<file path="src/pkg/dtpb_defines.svh">
// constants of the driver telemetry packet builder
//==========================================================
// Behaviour
// - selector is 111 status, 101 external temp, 110 board temp.
// - rotation is 31 status, board temp, 31 status, external temp.
// - a short-circuit detection restarts the payload rotation.
// - payload refreshed per packet; temperatures refresh on their own strobes.
// - status word is 12 bits, bits 11..8 unused.
// - status bit 7 is one while the gate is held blocked.
// - status bit 6 is the OR of short-circuit and both undervoltage faults.
// - status bit 5 reports the self-test warning.
// - status bit 4 is one while turn-on is commanded.
// - status bits 3 and 2 report positive and negative rail undervoltage.
// - status bits 1 and 0 report on-state and off-state gate warnings.
// - temperature code is 0.5 K per step, zero at minus forty.
// - an open thermistor reports the minimum temperature code.
// - CRC covers link 5..0, link 11..6, payload 5..0, 11..6, selector.
// - CRC polynomial x^3+x+1, zero initial value, right shifting.
// - undervoltage is filtered for 4.0 us before set or clear.
// - command pulses shorter than 3.2 us are ignored.
// - a frame with the fault flag completes 1.9 to 4.2 us after detection.
// - the fault flag stays in the stream for 3 to 5 frames.
// - a fault blocks the gate for 20 ms, status bit 7 set throughout.
// - frame is start, six data LSB first, flag, even parity, stop.
// - logic low and idle are light on, logic high is light off.
// - packets of five frames with idle gap, shortened for a fault.
`ifndef DTPB_DEFINES_SVH
`define DTPB_DEFINES_SVH
`define DTPB_CLK_NS       100
`define DTPB_BIT_NS       200
`define DTPB_IDLE_NS      3300
`define DTPB_UV_FILT_NS   4000
`define DTPB_CMD_FILT_NS  3200
`define DTPB_SC_MIN_NS    1900
`define DTPB_SC_MAX_NS    4200
`define DTPB_BLOCK_NS     20000000
`define DTPB_SEL_STATUS   3'h7
`define DTPB_SEL_EXT      3'h5
`define DTPB_SEL_BOARD    3'h6
`define DTPB_SLOT_BOARD   6'h1f
`define DTPB_SLOT_EXT     6'h3f
`define DTPB_FRAME_LAST   4'h9
`define DTPB_PKT_LAST     3'h4
`define DTPB_FLAG_FRAMES  3'h4
`define DTPB_TEMP_MAX     12'h154
`define DTPB_TEMP_OPEN    12'h000
`define DTPB_CRC_REFL     3'h6
`endif

</file>
<file path="src/pkg/dtpb_pkg.sv">
// types of the driver telemetry packet builder
package dtpb_pkg;
   // fields of one packet, latched at packet start
   typedef struct packed {
      logic [11:0] link_voltage_word;
      logic [11:0] payload_word;
      logic [2:0]  sel;
      logic [2:0]  crc;
   } dtpb_pkt_t;

   typedef enum logic {
      DTPB_IDLE,
      DTPB_SEND
   } dtpb_state_t;
endpackage : dtpb_pkg

</file>
<file path="src/design/dtpb_top.sv">
// telemetry packet builder, command and undervoltage filters, gate block
`timescale 1ns/1ps
`include "dtpb_defines.svh"
module dtpb_top
   import dtpb_pkg::*;
#(
   parameter int BLOCK_CYC = `DTPB_BLOCK_NS / `DTPB_CLK_NS
)(
   // clock and reset
   input  wire logic        core_clk,
   input  wire logic        arst_n,
   // command and fault inputs
   input  wire logic        opt_cmd_in,
   input  wire logic        desat_fault_flag,
   input  wire logic        pos_rail_uv_raw,
   input  wire logic        neg_rail_uv_raw,
   input  wire logic        selftest_warn_flag,
   input  wire logic        on_gate_voltage_warn,
   input  wire logic        off_gate_voltage_warn,
   // measurements
   input  wire logic [11:0] link_voltage_word,
   input  wire logic [11:0] board_temp_raw,
   input  wire logic        board_temp_refresh,
   input  wire logic        board_ntc_open,
   input  wire logic [11:0] ext_temp_raw,
   input  wire logic        ext_temp_refresh,
   input  wire logic        ext_ntc_open,
   // outputs
   output logic             optical_status_output,
   output logic             gate_on,
   output logic [11:0]      driver_status_word
);
   //==========================================================
   // timing counts
   localparam int BIT_CYC  = `DTPB_BIT_NS / `DTPB_CLK_NS;
   localparam int IDLE_CYC = `DTPB_IDLE_NS / `DTPB_CLK_NS;
   localparam int UV_CYC   =
      (`DTPB_UV_FILT_NS + `DTPB_CLK_NS - 1) / `DTPB_CLK_NS;
   localparam int CMD_CYC  =
      (`DTPB_CMD_FILT_NS + `DTPB_CLK_NS - 1) / `DTPB_CLK_NS;
   localparam int REP_MIN  = `DTPB_SC_MIN_NS / `DTPB_CLK_NS;
   localparam int REP_MAX  = `DTPB_SC_MAX_NS / `DTPB_CLK_NS;

   //==========================================================
   // functions
   function automatic logic [5:0] filt_lim(input int ch);
      filt_lim = (ch == 0) ? 6'(CMD_CYC - 1) : 6'(UV_CYC - 1);
   endfunction : filt_lim

   function automatic logic [11:0] temp_code(input logic [11:0] raw,
                                             input logic        open);
      if (open)
         temp_code = `DTPB_TEMP_OPEN;
      else if (raw > `DTPB_TEMP_MAX)
         temp_code = `DTPB_TEMP_MAX;
      else
         temp_code = raw;
   endfunction : temp_code

   // reflected form of x^3+x+1, fed lsb first, field order fixed
   function automatic logic [2:0] crc3(input logic [26:0] bits);
      logic [2:0] c;
      logic       fb;
      c = 3'h0;
      for (int i = 0; i < 27; i++)
      begin
         fb = c[0] ^ bits[i];
         c  = {1'b0, c[2:1]} ^ (fb ? `DTPB_CRC_REFL : 3'h0);
      end
      crc3 = c;
   endfunction : crc3

   function automatic logic [9:0] frame_bits(input dtpb_pkt_t p,
                                             input logic [2:0] idx,
                                             input logic      sc);
      logic [5:0] d;
      case (idx)
         3'h0:    d = p.link_voltage_word[5:0];
         3'h1:    d = p.link_voltage_word[11:6];
         3'h2:    d = p.payload_word[5:0];
         3'h3:    d = p.payload_word[11:6];
         default: d = {p.sel, p.crc};
      endcase
      // stop is logic low so that it shows as light on
      frame_bits = {1'b0, ^{sc, d}, sc, d, 1'b1};
   endfunction : frame_bits

   //==========================================================
   // signals
   logic [2:0]  filt_raw;
   logic [2:0]  filt_q;
   logic [5:0]  filt_cnt_q [3];
   logic        cmd_q, uv_pos_q, uv_neg_q;
   logic        uv_pos_d_q, uv_neg_d_q;
   logic        desat_d_q, desat_lat_q;
   logic        desat_rise, uv_rise;
   logic [31:0] blk_cnt_q;
   logic        blocked;
   logic [11:0] board_temp_q, ext_temp_q, status_q;
   logic [5:0]  slot_q, pkt_slot;
   dtpb_pkt_t   pkt_d, pkt_q;
   dtpb_state_t state_q;
   logic [5:0]  idle_cnt_q;
   logic [2:0]  frame_idx_q;
   logic [3:0]  bit_idx_q;
   logic [1:0]  phase_q;
   logic [9:0]  sh_q;
   logic        light_q, sc_cur_q;
   logic [2:0]  flag_cnt_q;
   logic        pkt_start, frame_end, load, sc_now;

   //==========================================================
   // command and undervoltage filters
   assign filt_raw = {neg_rail_uv_raw, pos_rail_uv_raw, opt_cmd_in};
   assign cmd_q    = filt_q[0];
   assign uv_pos_q = filt_q[1];
   assign uv_neg_q = filt_q[2];

   // level only follows after it differs for the whole filter time
   always_ff @(posedge core_clk or negedge arst_n)
   begin
      if (!arst_n)
      begin
         filt_q <= 3'h0;
         for (int i = 0; i < 3; i++)
            filt_cnt_q[i] <= 6'h00;
      end
      else
      begin
         for (int i = 0; i < 3; i++)
         begin
            if (filt_raw[i] == filt_q[i])
               filt_cnt_q[i] <= 6'h00;
            else if (filt_cnt_q[i] == filt_lim(i))
            begin
               filt_q[i]     <= filt_raw[i];
               filt_cnt_q[i] <= 6'h00;
            end
            else
               filt_cnt_q[i] <= filt_cnt_q[i] + 6'h01;
         end
      end
   end

   //==========================================================
   // fault edges, blocking period
   assign desat_rise = desat_fault_flag & ~desat_d_q;
   assign uv_rise    = (uv_pos_q & ~uv_pos_d_q) | (uv_neg_q & ~uv_neg_d_q);
   assign blocked    = (blk_cnt_q != 32'h0);

   always_ff @(posedge core_clk or negedge arst_n)
   begin
      if (!arst_n)
      begin
         desat_d_q  <= 1'b0;
         uv_pos_d_q <= 1'b0;
         uv_neg_d_q <= 1'b0;
         blk_cnt_q  <= 32'h0;
      end
      else
      begin
         desat_d_q  <= desat_fault_flag;
         uv_pos_d_q <= uv_pos_q;
         uv_neg_d_q <= uv_neg_q;
         if (desat_rise || uv_rise)
            blk_cnt_q <= 32'(BLOCK_CYC);
         else if (blocked)
            blk_cnt_q <= blk_cnt_q - 32'h1;
      end
   end

   // set wins over the clear
   always_ff @(posedge core_clk or negedge arst_n)
   begin
      if (!arst_n)
         desat_lat_q <= 1'b0;
      else if (desat_rise)
         desat_lat_q <= 1'b1;
      else if (!blocked && !desat_fault_flag)
         desat_lat_q <= 1'b0;
   end

   always_ff @(posedge core_clk or negedge arst_n)
   begin
      if (!arst_n)
         gate_on <= 1'b0;
      else
         gate_on <= cmd_q & ~blocked & ~desat_rise &
                    ~uv_pos_q & ~uv_neg_q;
   end

   //==========================================================
   // temperatures and status word
   always_ff @(posedge core_clk or negedge arst_n)
   begin
      if (!arst_n)
      begin
         board_temp_q <= `DTPB_TEMP_OPEN;
         ext_temp_q   <= `DTPB_TEMP_OPEN;
      end
      else
      begin
         if (board_temp_refresh)
            board_temp_q <= temp_code(board_temp_raw, board_ntc_open);
         if (ext_temp_refresh)
            ext_temp_q <= temp_code(ext_temp_raw, ext_ntc_open);
      end
   end

   always_ff @(posedge core_clk or negedge arst_n)
   begin
      if (!arst_n)
         status_q <= 12'h000;
      else
      begin
         status_q[11:8] <= 4'h0;
         status_q[7]    <= blocked;
         status_q[6]    <= desat_lat_q | uv_pos_q | uv_neg_q;
         status_q[5]    <= selftest_warn_flag;
         status_q[4]    <= cmd_q;
         status_q[3]    <= uv_pos_q;
         status_q[2]    <= uv_neg_q;
         status_q[1]    <= on_gate_voltage_warn;
         status_q[0]    <= off_gate_voltage_warn;
      end
   end
   assign driver_status_word = status_q;

   //==========================================================
   // payload rotation and packet assembly
   assign pkt_slot = desat_rise ? 6'h00 : slot_q;

   always_comb
   begin
      pkt_d.link_voltage_word = link_voltage_word;
      case (pkt_slot)
         `DTPB_SLOT_BOARD:
         begin
            pkt_d.payload_word = board_temp_q;
            pkt_d.sel          = `DTPB_SEL_BOARD;
         end
         `DTPB_SLOT_EXT:
         begin
            pkt_d.payload_word = ext_temp_q;
            pkt_d.sel          = `DTPB_SEL_EXT;
         end
         default:
         begin
            pkt_d.payload_word = status_q;
            pkt_d.sel          = `DTPB_SEL_STATUS;
         end
      endcase
      pkt_d.crc = crc3({pkt_d.sel, pkt_d.payload_word[11:6],
                        pkt_d.payload_word[5:0],
                        link_voltage_word[11:6],
                        link_voltage_word[5:0]});
   end

   always_ff @(posedge core_clk or negedge arst_n)
   begin
      if (!arst_n)
      begin
         slot_q <= 6'h00;
         pkt_q  <= '0;
      end
      else if (pkt_start)
      begin
         slot_q <= pkt_slot + 6'h01;
         pkt_q  <= pkt_d;
      end
      else if (desat_rise)
         slot_q <= 6'h00;
   end

   //==========================================================
   // packet scheduler
   // a pending fault flag cuts the idle gap short
   assign pkt_start = (state_q == DTPB_IDLE) &&
                      ((idle_cnt_q == 6'(IDLE_CYC - 1)) ||
                       desat_rise || (flag_cnt_q != 3'h0));
   assign frame_end = (state_q == DTPB_SEND) &&
                      (phase_q == 2'(BIT_CYC - 1)) &&
                      (bit_idx_q == `DTPB_FRAME_LAST);
   assign load      = pkt_start ||
                      (frame_end && frame_idx_q != `DTPB_PKT_LAST);
   assign sc_now    = desat_rise || (flag_cnt_q != 3'h0);

   always_ff @(posedge core_clk or negedge arst_n)
   begin
      if (!arst_n)
      begin
         state_q     <= DTPB_IDLE;
         idle_cnt_q  <= 6'h00;
         frame_idx_q <= 3'h0;
      end
      else
      begin
         case (state_q)
            DTPB_IDLE:
            begin
               idle_cnt_q <= idle_cnt_q + 6'h01;
               if (pkt_start)
               begin
                  state_q     <= DTPB_SEND;
                  frame_idx_q <= 3'h0;
               end
            end
            DTPB_SEND:
            begin
               idle_cnt_q <= 6'h00;
               if (frame_end)
               begin
                  if (frame_idx_q == `DTPB_PKT_LAST)
                     state_q <= DTPB_IDLE;
                  else
                     frame_idx_q <= frame_idx_q + 3'h1;
               end
            end
            default: state_q <= DTPB_IDLE;
         endcase
      end
   end

   // fault flag rides in a fixed number of frames after detection
   always_ff @(posedge core_clk or negedge arst_n)
   begin
      if (!arst_n)
         flag_cnt_q <= 3'h0;
      else if (desat_rise)
         flag_cnt_q <= load ? `DTPB_FLAG_FRAMES - 3'h1
                            : `DTPB_FLAG_FRAMES;
      else if (load && flag_cnt_q != 3'h0)
         flag_cnt_q <= flag_cnt_q - 3'h1;
   end

   //==========================================================
   // frame serializer, light on for logic low and idle
   always_ff @(posedge core_clk or negedge arst_n)
   begin
      if (!arst_n)
      begin
         sh_q      <= 10'h3ff;
         bit_idx_q <= 4'h0;
         phase_q   <= 2'h0;
         light_q   <= 1'b1;
         sc_cur_q  <= 1'b0;
      end
      else if (load)
      begin
         // next frame index is zero on packet start
         sh_q      <= frame_bits(pkt_start ? pkt_d : pkt_q,
                                 pkt_start ? 3'h0 : frame_idx_q + 3'h1,
                                 sc_now);
         light_q   <= 1'b0;
         sc_cur_q  <= sc_now;
         bit_idx_q <= 4'h0;
         phase_q   <= 2'h0;
      end
      else if (state_q == DTPB_SEND)
      begin
         if (phase_q == 2'(BIT_CYC - 1))
         begin
            phase_q <= 2'h0;
            if (frame_end)
               light_q <= 1'b1;
            else
            begin
               bit_idx_q <= bit_idx_q + 4'h1;
               sh_q      <= {1'b1, sh_q[9:1]};
               light_q   <= ~sh_q[1];
            end
         end
         else
            phase_q <= phase_q + 2'h1;
      end
   end
   assign optical_status_output = light_q;

   //==========================================================
   // checks
   AST_SEL_LEGAL: assert property (@(posedge core_clk) disable iff (!arst_n)
      (state_q == DTPB_SEND) |-> (pkt_q.sel inside
         {`DTPB_SEL_STATUS, `DTPB_SEL_EXT, `DTPB_SEL_BOARD}))
      else $error("reserved selector sent");
   AST_UNUSED_ZERO: assert property (@(posedge core_clk) disable iff (!arst_n)
      (pkt_start && pkt_d.sel == `DTPB_SEL_STATUS) |=>
         (pkt_q.payload_word[11:8] == 4'h0))
      else $error("unused status bits not zero");
   AST_BLOCK_HOLD: assert property (@(posedge core_clk) disable iff (!arst_n)
      desat_rise |=> ##1 status_q[7] [*8])
      else $error("gate block bit not held");
   AST_SUM_FAIL: assert property (@(posedge core_clk) disable iff (!arst_n)
      (uv_pos_q || uv_neg_q || desat_lat_q) |=> status_q[6])
      else $error("sum failure bit missing");
   AST_CMD_FILTER: assert property (@(posedge core_clk) disable iff (!arst_n)
      $changed(cmd_q) |-> ($past(opt_cmd_in) == cmd_q) &&
         ($past(opt_cmd_in, CMD_CYC) == cmd_q))
      else $error("short command pulse accepted");
   AST_UV_FILTER: assert property (@(posedge core_clk) disable iff (!arst_n)
      $rose(uv_pos_q) |-> $past(pos_rail_uv_raw, UV_CYC))
      else $error("undervoltage not filtered");
   AST_DESAT_REPORT: assert property (@(posedge core_clk) disable iff (!arst_n)
      desat_rise |-> ##[REP_MIN:REP_MAX] (frame_end && sc_cur_q))
      else $error("fault frame too late");
   AST_FLAG_LOAD: assert property (@(posedge core_clk) disable iff (!arst_n)
      (desat_rise && !load) |=> (flag_cnt_q == `DTPB_FLAG_FRAMES))
      else $error("fault flag hold not loaded");
   AST_ROT_RESTART: assert property (@(posedge core_clk) disable iff (!arst_n)
      (desat_rise && !pkt_start) |=> (slot_q == 6'h00))
      else $error("rotation not restarted");
   AST_IDLE_LIGHT: assert property (@(posedge core_clk) disable iff (!arst_n)
      (state_q == DTPB_IDLE && !$past(load)) |-> light_q)
      else $error("idle line not light on");
   AST_TEMP_OPEN: assert property (@(posedge core_clk) disable iff (!arst_n)
      (board_temp_refresh && board_ntc_open) |=>
         (board_temp_q == `DTPB_TEMP_OPEN))
      else $error("open thermistor not minimum");
endmodule : dtpb_top

</file>
<file path="config.mk">
export PLATFORM = sky130hd
export DESIGN_NAME = dtpb_top
export DESIGN_NICKNAME = d
export VERILOG_FILES = /design/src/pkg/dtpb_pkg.sv /design/src/design/dtpb_top.sv
export VERILOG_INCLUDE_DIRS = /design/src /design/src/pkg
export SDC_FILE = /design/constraint.sdc
export NUM_CORES = 1
export LEC_CHECK = 0
export CORE_ASPECT_RATIO = 1.5
export CORE_UTILIZATION = 58
export DETAILED_ROUTE_END_ITERATION = 6
export DONT_BUFFER_PORTS = 1
export GPL_TIMING_DRIVEN = 0
export PLACE_DENSITY = 0.72
export SLEW_MARGIN = 20
export SYNTH_ARGS = -nofsm -noshare
export SYNTH_HDL_FRONTEND = slang
export SYNTH_SLANG_ARGS = --single-unit
</file>
<file path="constraint.sdc">
create_clock -name core_clk -period 3.52 [get_ports core_clk]
set_input_delay 0.704 -clock core_clk [delete_from_list [all_inputs] [get_ports core_clk]]
set_output_delay 0.704 -clock core_clk [all_outputs]
set_load 0.005 [all_outputs]
</file>
* Yosys cells after proc, flatten, opt, wreduce, memory -nomap -nowiden
Index checks and enable logic that the tools add are counted.
** Word-level totals
- Register bits after elaboration :: 156
- Bits of input ports :: 49
- Output and inout port bits :: 14
- Logic and storage cells :: 237
** Operators by class
- Add/sub/neg operators :: 10
- $lt $le $gt $ge :: 2
- Equality and inequality tests :: 20
- Mux-type cells :: 75
- Bitwise logic cells :: 74
- Reductions and logical operators :: 28
** Operators by type and width (number)
- 3-bit 2-to-1 mux :: 34
- 2-bit by 3-bit XOR with 3-bit output :: 26
- 32-bit 2-to-1 mux :: 2
- 6-bit 2-to-1 mux :: 9
- 12-bit 2-to-1 mux :: 4
- 10-bit 2-to-1 mux :: 4
- 32-bit nonzero test :: 1
- 32-bit by 1-bit subtractor with 32-bit output, second input constant :: 1
- 6-bit by 1-bit adder with 6-bit output, second input constant :: 5
- 30-bit 2-to-1 mux :: 1
- 15-bit case mux with 2 select lines :: 1
- 1-bit XOR :: 26
- 6-bit == test, second input constant :: 4
- 12-bit by 9-bit greater-than comparator with 1-bit output, second input constant :: 2
- 6-bit case mux with 4 select lines :: 1
- 4-bit 2-to-1 mux :: 4
- 6-bit by 5-bit == test with 1-bit output, second input constant :: 2
- 1-bit inverter :: 12
- 6-bit case mux with 2 select lines :: 1
- 2-bit nonzero test :: 5
- 1-bit 2-to-1 mux :: 9
- 2-bit AND reduction :: 4
- 1-bit AND :: 7
- 7-bit parity :: 1
- 23 further kinds :: 43

* Logic depth before layout (Yosys ltp)
- Depth after elaboration :: 84
- Mapped depth :: 16
- Gate-level depth less buffers :: 13

* Worst setup path after synthesis
OpenSTA, ideal clock, no wires.
- Kind :: input to register
- From :: input port desat_fault_flag
- To :: register pkt_q[0] (netlist bit)
- Library setup time :: 125 ps
- Arrival :: 3246 ps
- Setup slack :: 149 ps
- Stages :: 14
- Buffers on the path :: 2
- Path through :: nand2b_1 buf_2 nand2_1 inv_1 ha_1 nand2_1 nor2_1 ha_1 clkbuf_1 nand4_1 o21ai_0 xnor2_1 xnor3_1 mux2_2
** Between the ends
- Longest elaborated chain between the ends :: 34
- Elaborated cells between the ends (all ways) :: 52
- Classes of those cells :: 2 x eq/ne; 17 x mux; 30 x bitwise; 3 x reduce/logical
** RTL lines
- from (decl) :: line dtpb_top.sv:14 : input wire logic desat_fault_flag,
- 1-bit AND * :: line dtpb_top.sv:147 : assign desat_rise = desat_fault_flag & ~desat_d_q;
- 6-bit 2-to-1 mux
- 6-bit == test / 6-bit by 5-bit == test with 1-bit output (equally long branches) :: line dtpb_top.sv:236 : case (pkt_slot)
- 15-bit case mux with 2 select lines :: line dtpb_top.sv:236
- 1-bit XOR :: line dtpb_top.sv:67 : fb = c[0] ^ bits[i];
- 3-bit 2-to-1 mux :: line dtpb_top.sv:68 : c = {1'b0, c[2:1]} ^ (fb ? `DTPB_CRC_REFL : 3'h0);
- 2-bit by 3-bit XOR with 3-bit output (2 in series) :: line dtpb_top.sv:68
- 1-bit XOR / 2-bit by 3-bit XOR with 3-bit output (equally long branches) :: line dtpb_top.sv:67, dtpb_top.sv:68
- [16 not listed]
- 3-bit 2-to-1 mux / 1-bit XOR (equally long branches) :: line dtpb_top.sv:68, dtpb_top.sv:67
- 2-bit by 3-bit XOR with 3-bit output / 3-bit 2-to-1 mux (equally long branches) :: line dtpb_top.sv:68
- 2-bit by 3-bit XOR with 3-bit output :: line dtpb_top.sv:68
- 1-bit XOR / 2-bit by 3-bit XOR with 3-bit output (equally long branches) :: line dtpb_top.sv:67, dtpb_top.sv:68
- 3-bit 2-to-1 mux / 1-bit XOR (equally long branches) :: line dtpb_top.sv:68, dtpb_top.sv:67
- 2-bit by 3-bit XOR with 3-bit output / 3-bit 2-to-1 mux (equally long branches) :: line dtpb_top.sv:68
- 2-bit by 3-bit XOR with 3-bit output (2 in series) :: line dtpb_top.sv:68
- 30-bit 2-to-1 mux *
- to (signal assigned) :: line dtpb_top.sv:269 : pkt_q <= pkt_d;
- to (decl) :: line dtpb_top.sv:101 : dtpb_pkt_t pkt_d, pkt_q;
Every way passes the cells marked *; elsewhere a longest branch is shown, timed or not.
A chain may end at the register's enable or synchronous reset.

* Final worst setup path
- From :: register desat_d_q
- To :: register pkt_q[0] (netlist bit)
** Between the ends
- Longest elaborated chain between the ends :: 35
- Elaborated cells between the ends (all ways) :: 53
- Classes of those cells :: 2 x eq/ne; 17 x mux; 31 x bitwise; 3 x reduce/logical
** RTL lines
- from (decl) :: line dtpb_top.sv:95 : logic desat_d_q, desat_lat_q;
- from (signal assigned) :: line dtpb_top.sv:162 : desat_d_q <= desat_fault_flag;
- 1-bit inverter * :: line dtpb_top.sv:147
- 1-bit AND * :: line dtpb_top.sv:147
- 6-bit 2-to-1 mux
- 6-bit == test / 6-bit by 5-bit == test with 1-bit output (equally long branches) :: line dtpb_top.sv:236
- 15-bit case mux with 2 select lines :: line dtpb_top.sv:236
- 1-bit XOR :: line dtpb_top.sv:67
- 3-bit 2-to-1 mux :: line dtpb_top.sv:68
- 2-bit by 3-bit XOR with 3-bit output (2 in series) :: line dtpb_top.sv:68
- [17 not listed]
- 3-bit 2-to-1 mux / 1-bit XOR (equally long branches) :: line dtpb_top.sv:68, dtpb_top.sv:67
- 2-bit by 3-bit XOR with 3-bit output / 3-bit 2-to-1 mux (equally long branches) :: line dtpb_top.sv:68
- 2-bit by 3-bit XOR with 3-bit output :: line dtpb_top.sv:68
- 1-bit XOR / 2-bit by 3-bit XOR with 3-bit output (equally long branches) :: line dtpb_top.sv:67, dtpb_top.sv:68
- 3-bit 2-to-1 mux / 1-bit XOR (equally long branches) :: line dtpb_top.sv:68, dtpb_top.sv:67
- 2-bit by 3-bit XOR with 3-bit output / 3-bit 2-to-1 mux (equally long branches) :: line dtpb_top.sv:68
- 2-bit by 3-bit XOR with 3-bit output (2 in series) :: line dtpb_top.sv:68
- 30-bit 2-to-1 mux *
Marks and branches as above.

==> results.cfg <==
[run_status]
run_status = complete, but fails checks
violations = hold timing

[synth]
syn_avg_cell_area_sq_um = 9.90
yosysTopAreaCell = dfrtp_1
synth-edff-count = 0
ys_warn_count = 0
synth_area_leaders = dfrtp_1, xnor2_1, nand2_1
async_flop_share_pct = 100
synth_top_area_share_pct = 46.4
ys_types = 60
synth-main-ff-cell = dfrtp_1
seq_area_frac_synth_pct = 49.8
ys_top_cells_by_count = dfrtp_1, nand2_1, nor2_1
yosysMostFrequentCell = dfrtp_1
ys_ff_latch = 153
synth_cells = 779
synthesis.area_sq_um = 7710

[clocking]
cts_root_buffer = clkbuf_16
cts_buffer_depth = 2
numCtsBuffers = 17
clkTransAtPathRegs_ns = 0.06
cts_tree = built
clock_latency_ns = 0.42
htreeDepth = 4
clock-sinks = 153

[place]
place_inst = 941
hpwlAfterDp_microns = 12500
preCtsSetupSlack_ns = -0.484
io_buffer_count = 0
gp_congestion = 0.878

[die]
start_util_pct = 59.5
row_count = 51
core_sq_um = 13000
io-pin-count = 63
die_x_microns = 96.1
dieHeight_microns = 143
dieArea_sq_um = 13800

[drt]
vias = 5711
drt-wirelength-per-cell_microns = 17.6
first_iter_violations = 310
dr.pass1.iters = 5
via_per_inst = 5.86
postRouteAntennaNets = 0
wl_microns = 17100
drc_errors = 0

[cells_and_area]
area_growth_pct = 11.3
post-route-util_pct = 66.3
fin_cells = 975
insertedDiodeCount = 0
nets = 866
drive_above_1_share_pct = 9.80

[sta]
clock_skew_ns = 0.00743
min_period_ns = 3.29
rsz0062_at_grt = no
finalSetupViolCount = 0
slew_violations = 0
max_slew_margin_pct = 51.1
timing.hold.ws_ns = -0.0221
fmax_ghz = 0.304
final_hold_viol_count = 21
finalCritPeriodShare_pct = 93.4
worst_pin_slew_ns = 0.727
setup_slack_ns = 0.233

[setup_path]
critPathCapture = pkt_q[0]
r2r_slack_ns = 0.23
crit_family = XOR/XNOR gates
worst-path-buf-inv = 3
crit_chain = nand2b_1 > buf_2 > nand2_1 > inv_1 > ha_1 > nand2_1 > nor2_1 > ha_4 > clkbuf_2 > a31oi_1 > xor2_1 > xnor2_1 > xnor3_1 > mux2_2
cp.depth = 14
critical_path_class = flip-flop to flip-flop
crit_fanout = 10
start_kind = flip-flop
slowest_delay_ns = 0.36
r2r_start = desat_d_q
r2r_end = pkt_q[0]
crit_start = desat_d_q
cp.arrival_ns = 3.59
path_common_cell = nand2_1
critical_path.slowest_cell = dfrtp_1
cp_data_required_time_ns = 3.82
end_kind = flip-flop
ff2ff_path_depth = 14

[power_and_ir_drop]
clockPowerShare_pct = 45.5
seq_power_share_pct = 44.7
fin_total_pwr_uw = 4290
p_sw_uw = 1010
swShare_pct = 23.6
cellPowerDensity_nw_per_um2 = 500
ir_drop_uv = 320
intPower_uw = 3280
combPwrFrac_pct = 9.9
total_leakage_power_uw = 0.00379

[global_route]
grt_pass1_vias = 6022
grt_max_degree = 154
antenna_found_initial = 0
grt_first_pass_wirelength_microns = 28100
grt_usage_pct = 27.2
grt_overflow = 0

[job]
drv_cap = 0

[hold_path]
hold_path.class = input pin to asynchronous set/reset pin
repair_timing:
action	in CTS	in global routing
pin swaps	1	2
resized for setup	1	2
setup endpoints to repair	2	3
hold endpoints to repair	143	143
setup buffers	3	0
power by group through the flow:
stage               sequential [uW]  combinational [uW]  clock [uW]
global route                   1920                 462        2040
global placement               1940                 397           0
finish                         1910                 423        1950
detailed placement             1940                 413           0
floorplan                      1920                 346           0
CTS                            1910                 422        1970
per-layer routing:
metal	wire [microns]	GRT usage, %	vias to the layer above
li1	-	-	2688
met1	6300	28.8	2813
met2	9320	48.3	162
met3	667	5.80	48
met4	839	16.0	0
met5	0	0	-
through the flow:
| step | area [sq um] | TNS [ns] |
|---|---|---|
| detailed placement | 7920 | -1.09 |
| global placement | 7920 | -0.897 |
| CTS | 8570 | 0 |
| finish | 8580 | 0 |
| floorplan | 7720 | 0 |
| global route | 8580 | 0 |
worst min path at each step:
stage / endpoint / slack (ns)
global placement: idle_cnt_q[2] / 0.41
finish: idle_cnt_q[2] / -0.02
CTS: idle_cnt_q[2] / -0.03
floorplan: bit_idx_q[0] / 0.41
detailed placement: idle_cnt_q[2] / 0.41
global route: idle_cnt_q[2] / -0.04
layout by cell type, fill, tap and decap left out, drive strengths merged, types with 16 or more instances in the layout:
master,count
nor2,91
clkbuf,37
nor2b,17
buf,18
a21oi,24
inv,46
nand3,21
xor2,30
dfrtp,143
nor3,16
nand2,98
o21ai,30
xnor2,60
logic make-up after synthesis:
group,count (synthesis),share of synthesized area (%)
adders and majority gates,14,2.27
other,1,0.0486
muxes,25,4.40
buffers and inverters,76,4.11
xor gates and xnor gates,95,11.8
DFF,153,49.8
and+or+nand+nor,303,18.3
AOI/OAI and AO/OA,112,9.25
layout make-up:
cell class | instances | area, sq um
fillers | 991 | 4370
clock buffers | 19 | 443
clock inverters | 13 | 189
multi-input cells | 553 | 3580
repair buffers | 3 | 22.5
plain buffers | 33 | 156
flip-flops and latches | 153 | 3840
inverters | 42 | 158
well taps | 159 | 199
sequential cells by signal, indices dropped and copies added (netlist names):
name                   cells
blk_cnt_q                 32
pkt_q                     30
filt_cnt_q                18
board_temp_q              12
ext_temp_q                12
sh_q                       9
driver_status_word         8
idle_cnt_q                 6
slot_q                     6
bit_idx_q                  4
filt_q                     3
flag_cnt_q                 3
frame_idx_q                3
phase_q                    2
desat_d_q                  1
desat_lat_q                1
gate_on                    1
optical_status_output      1
state_q                    1
Note: power is estimated with default switching activity, not from simulation.
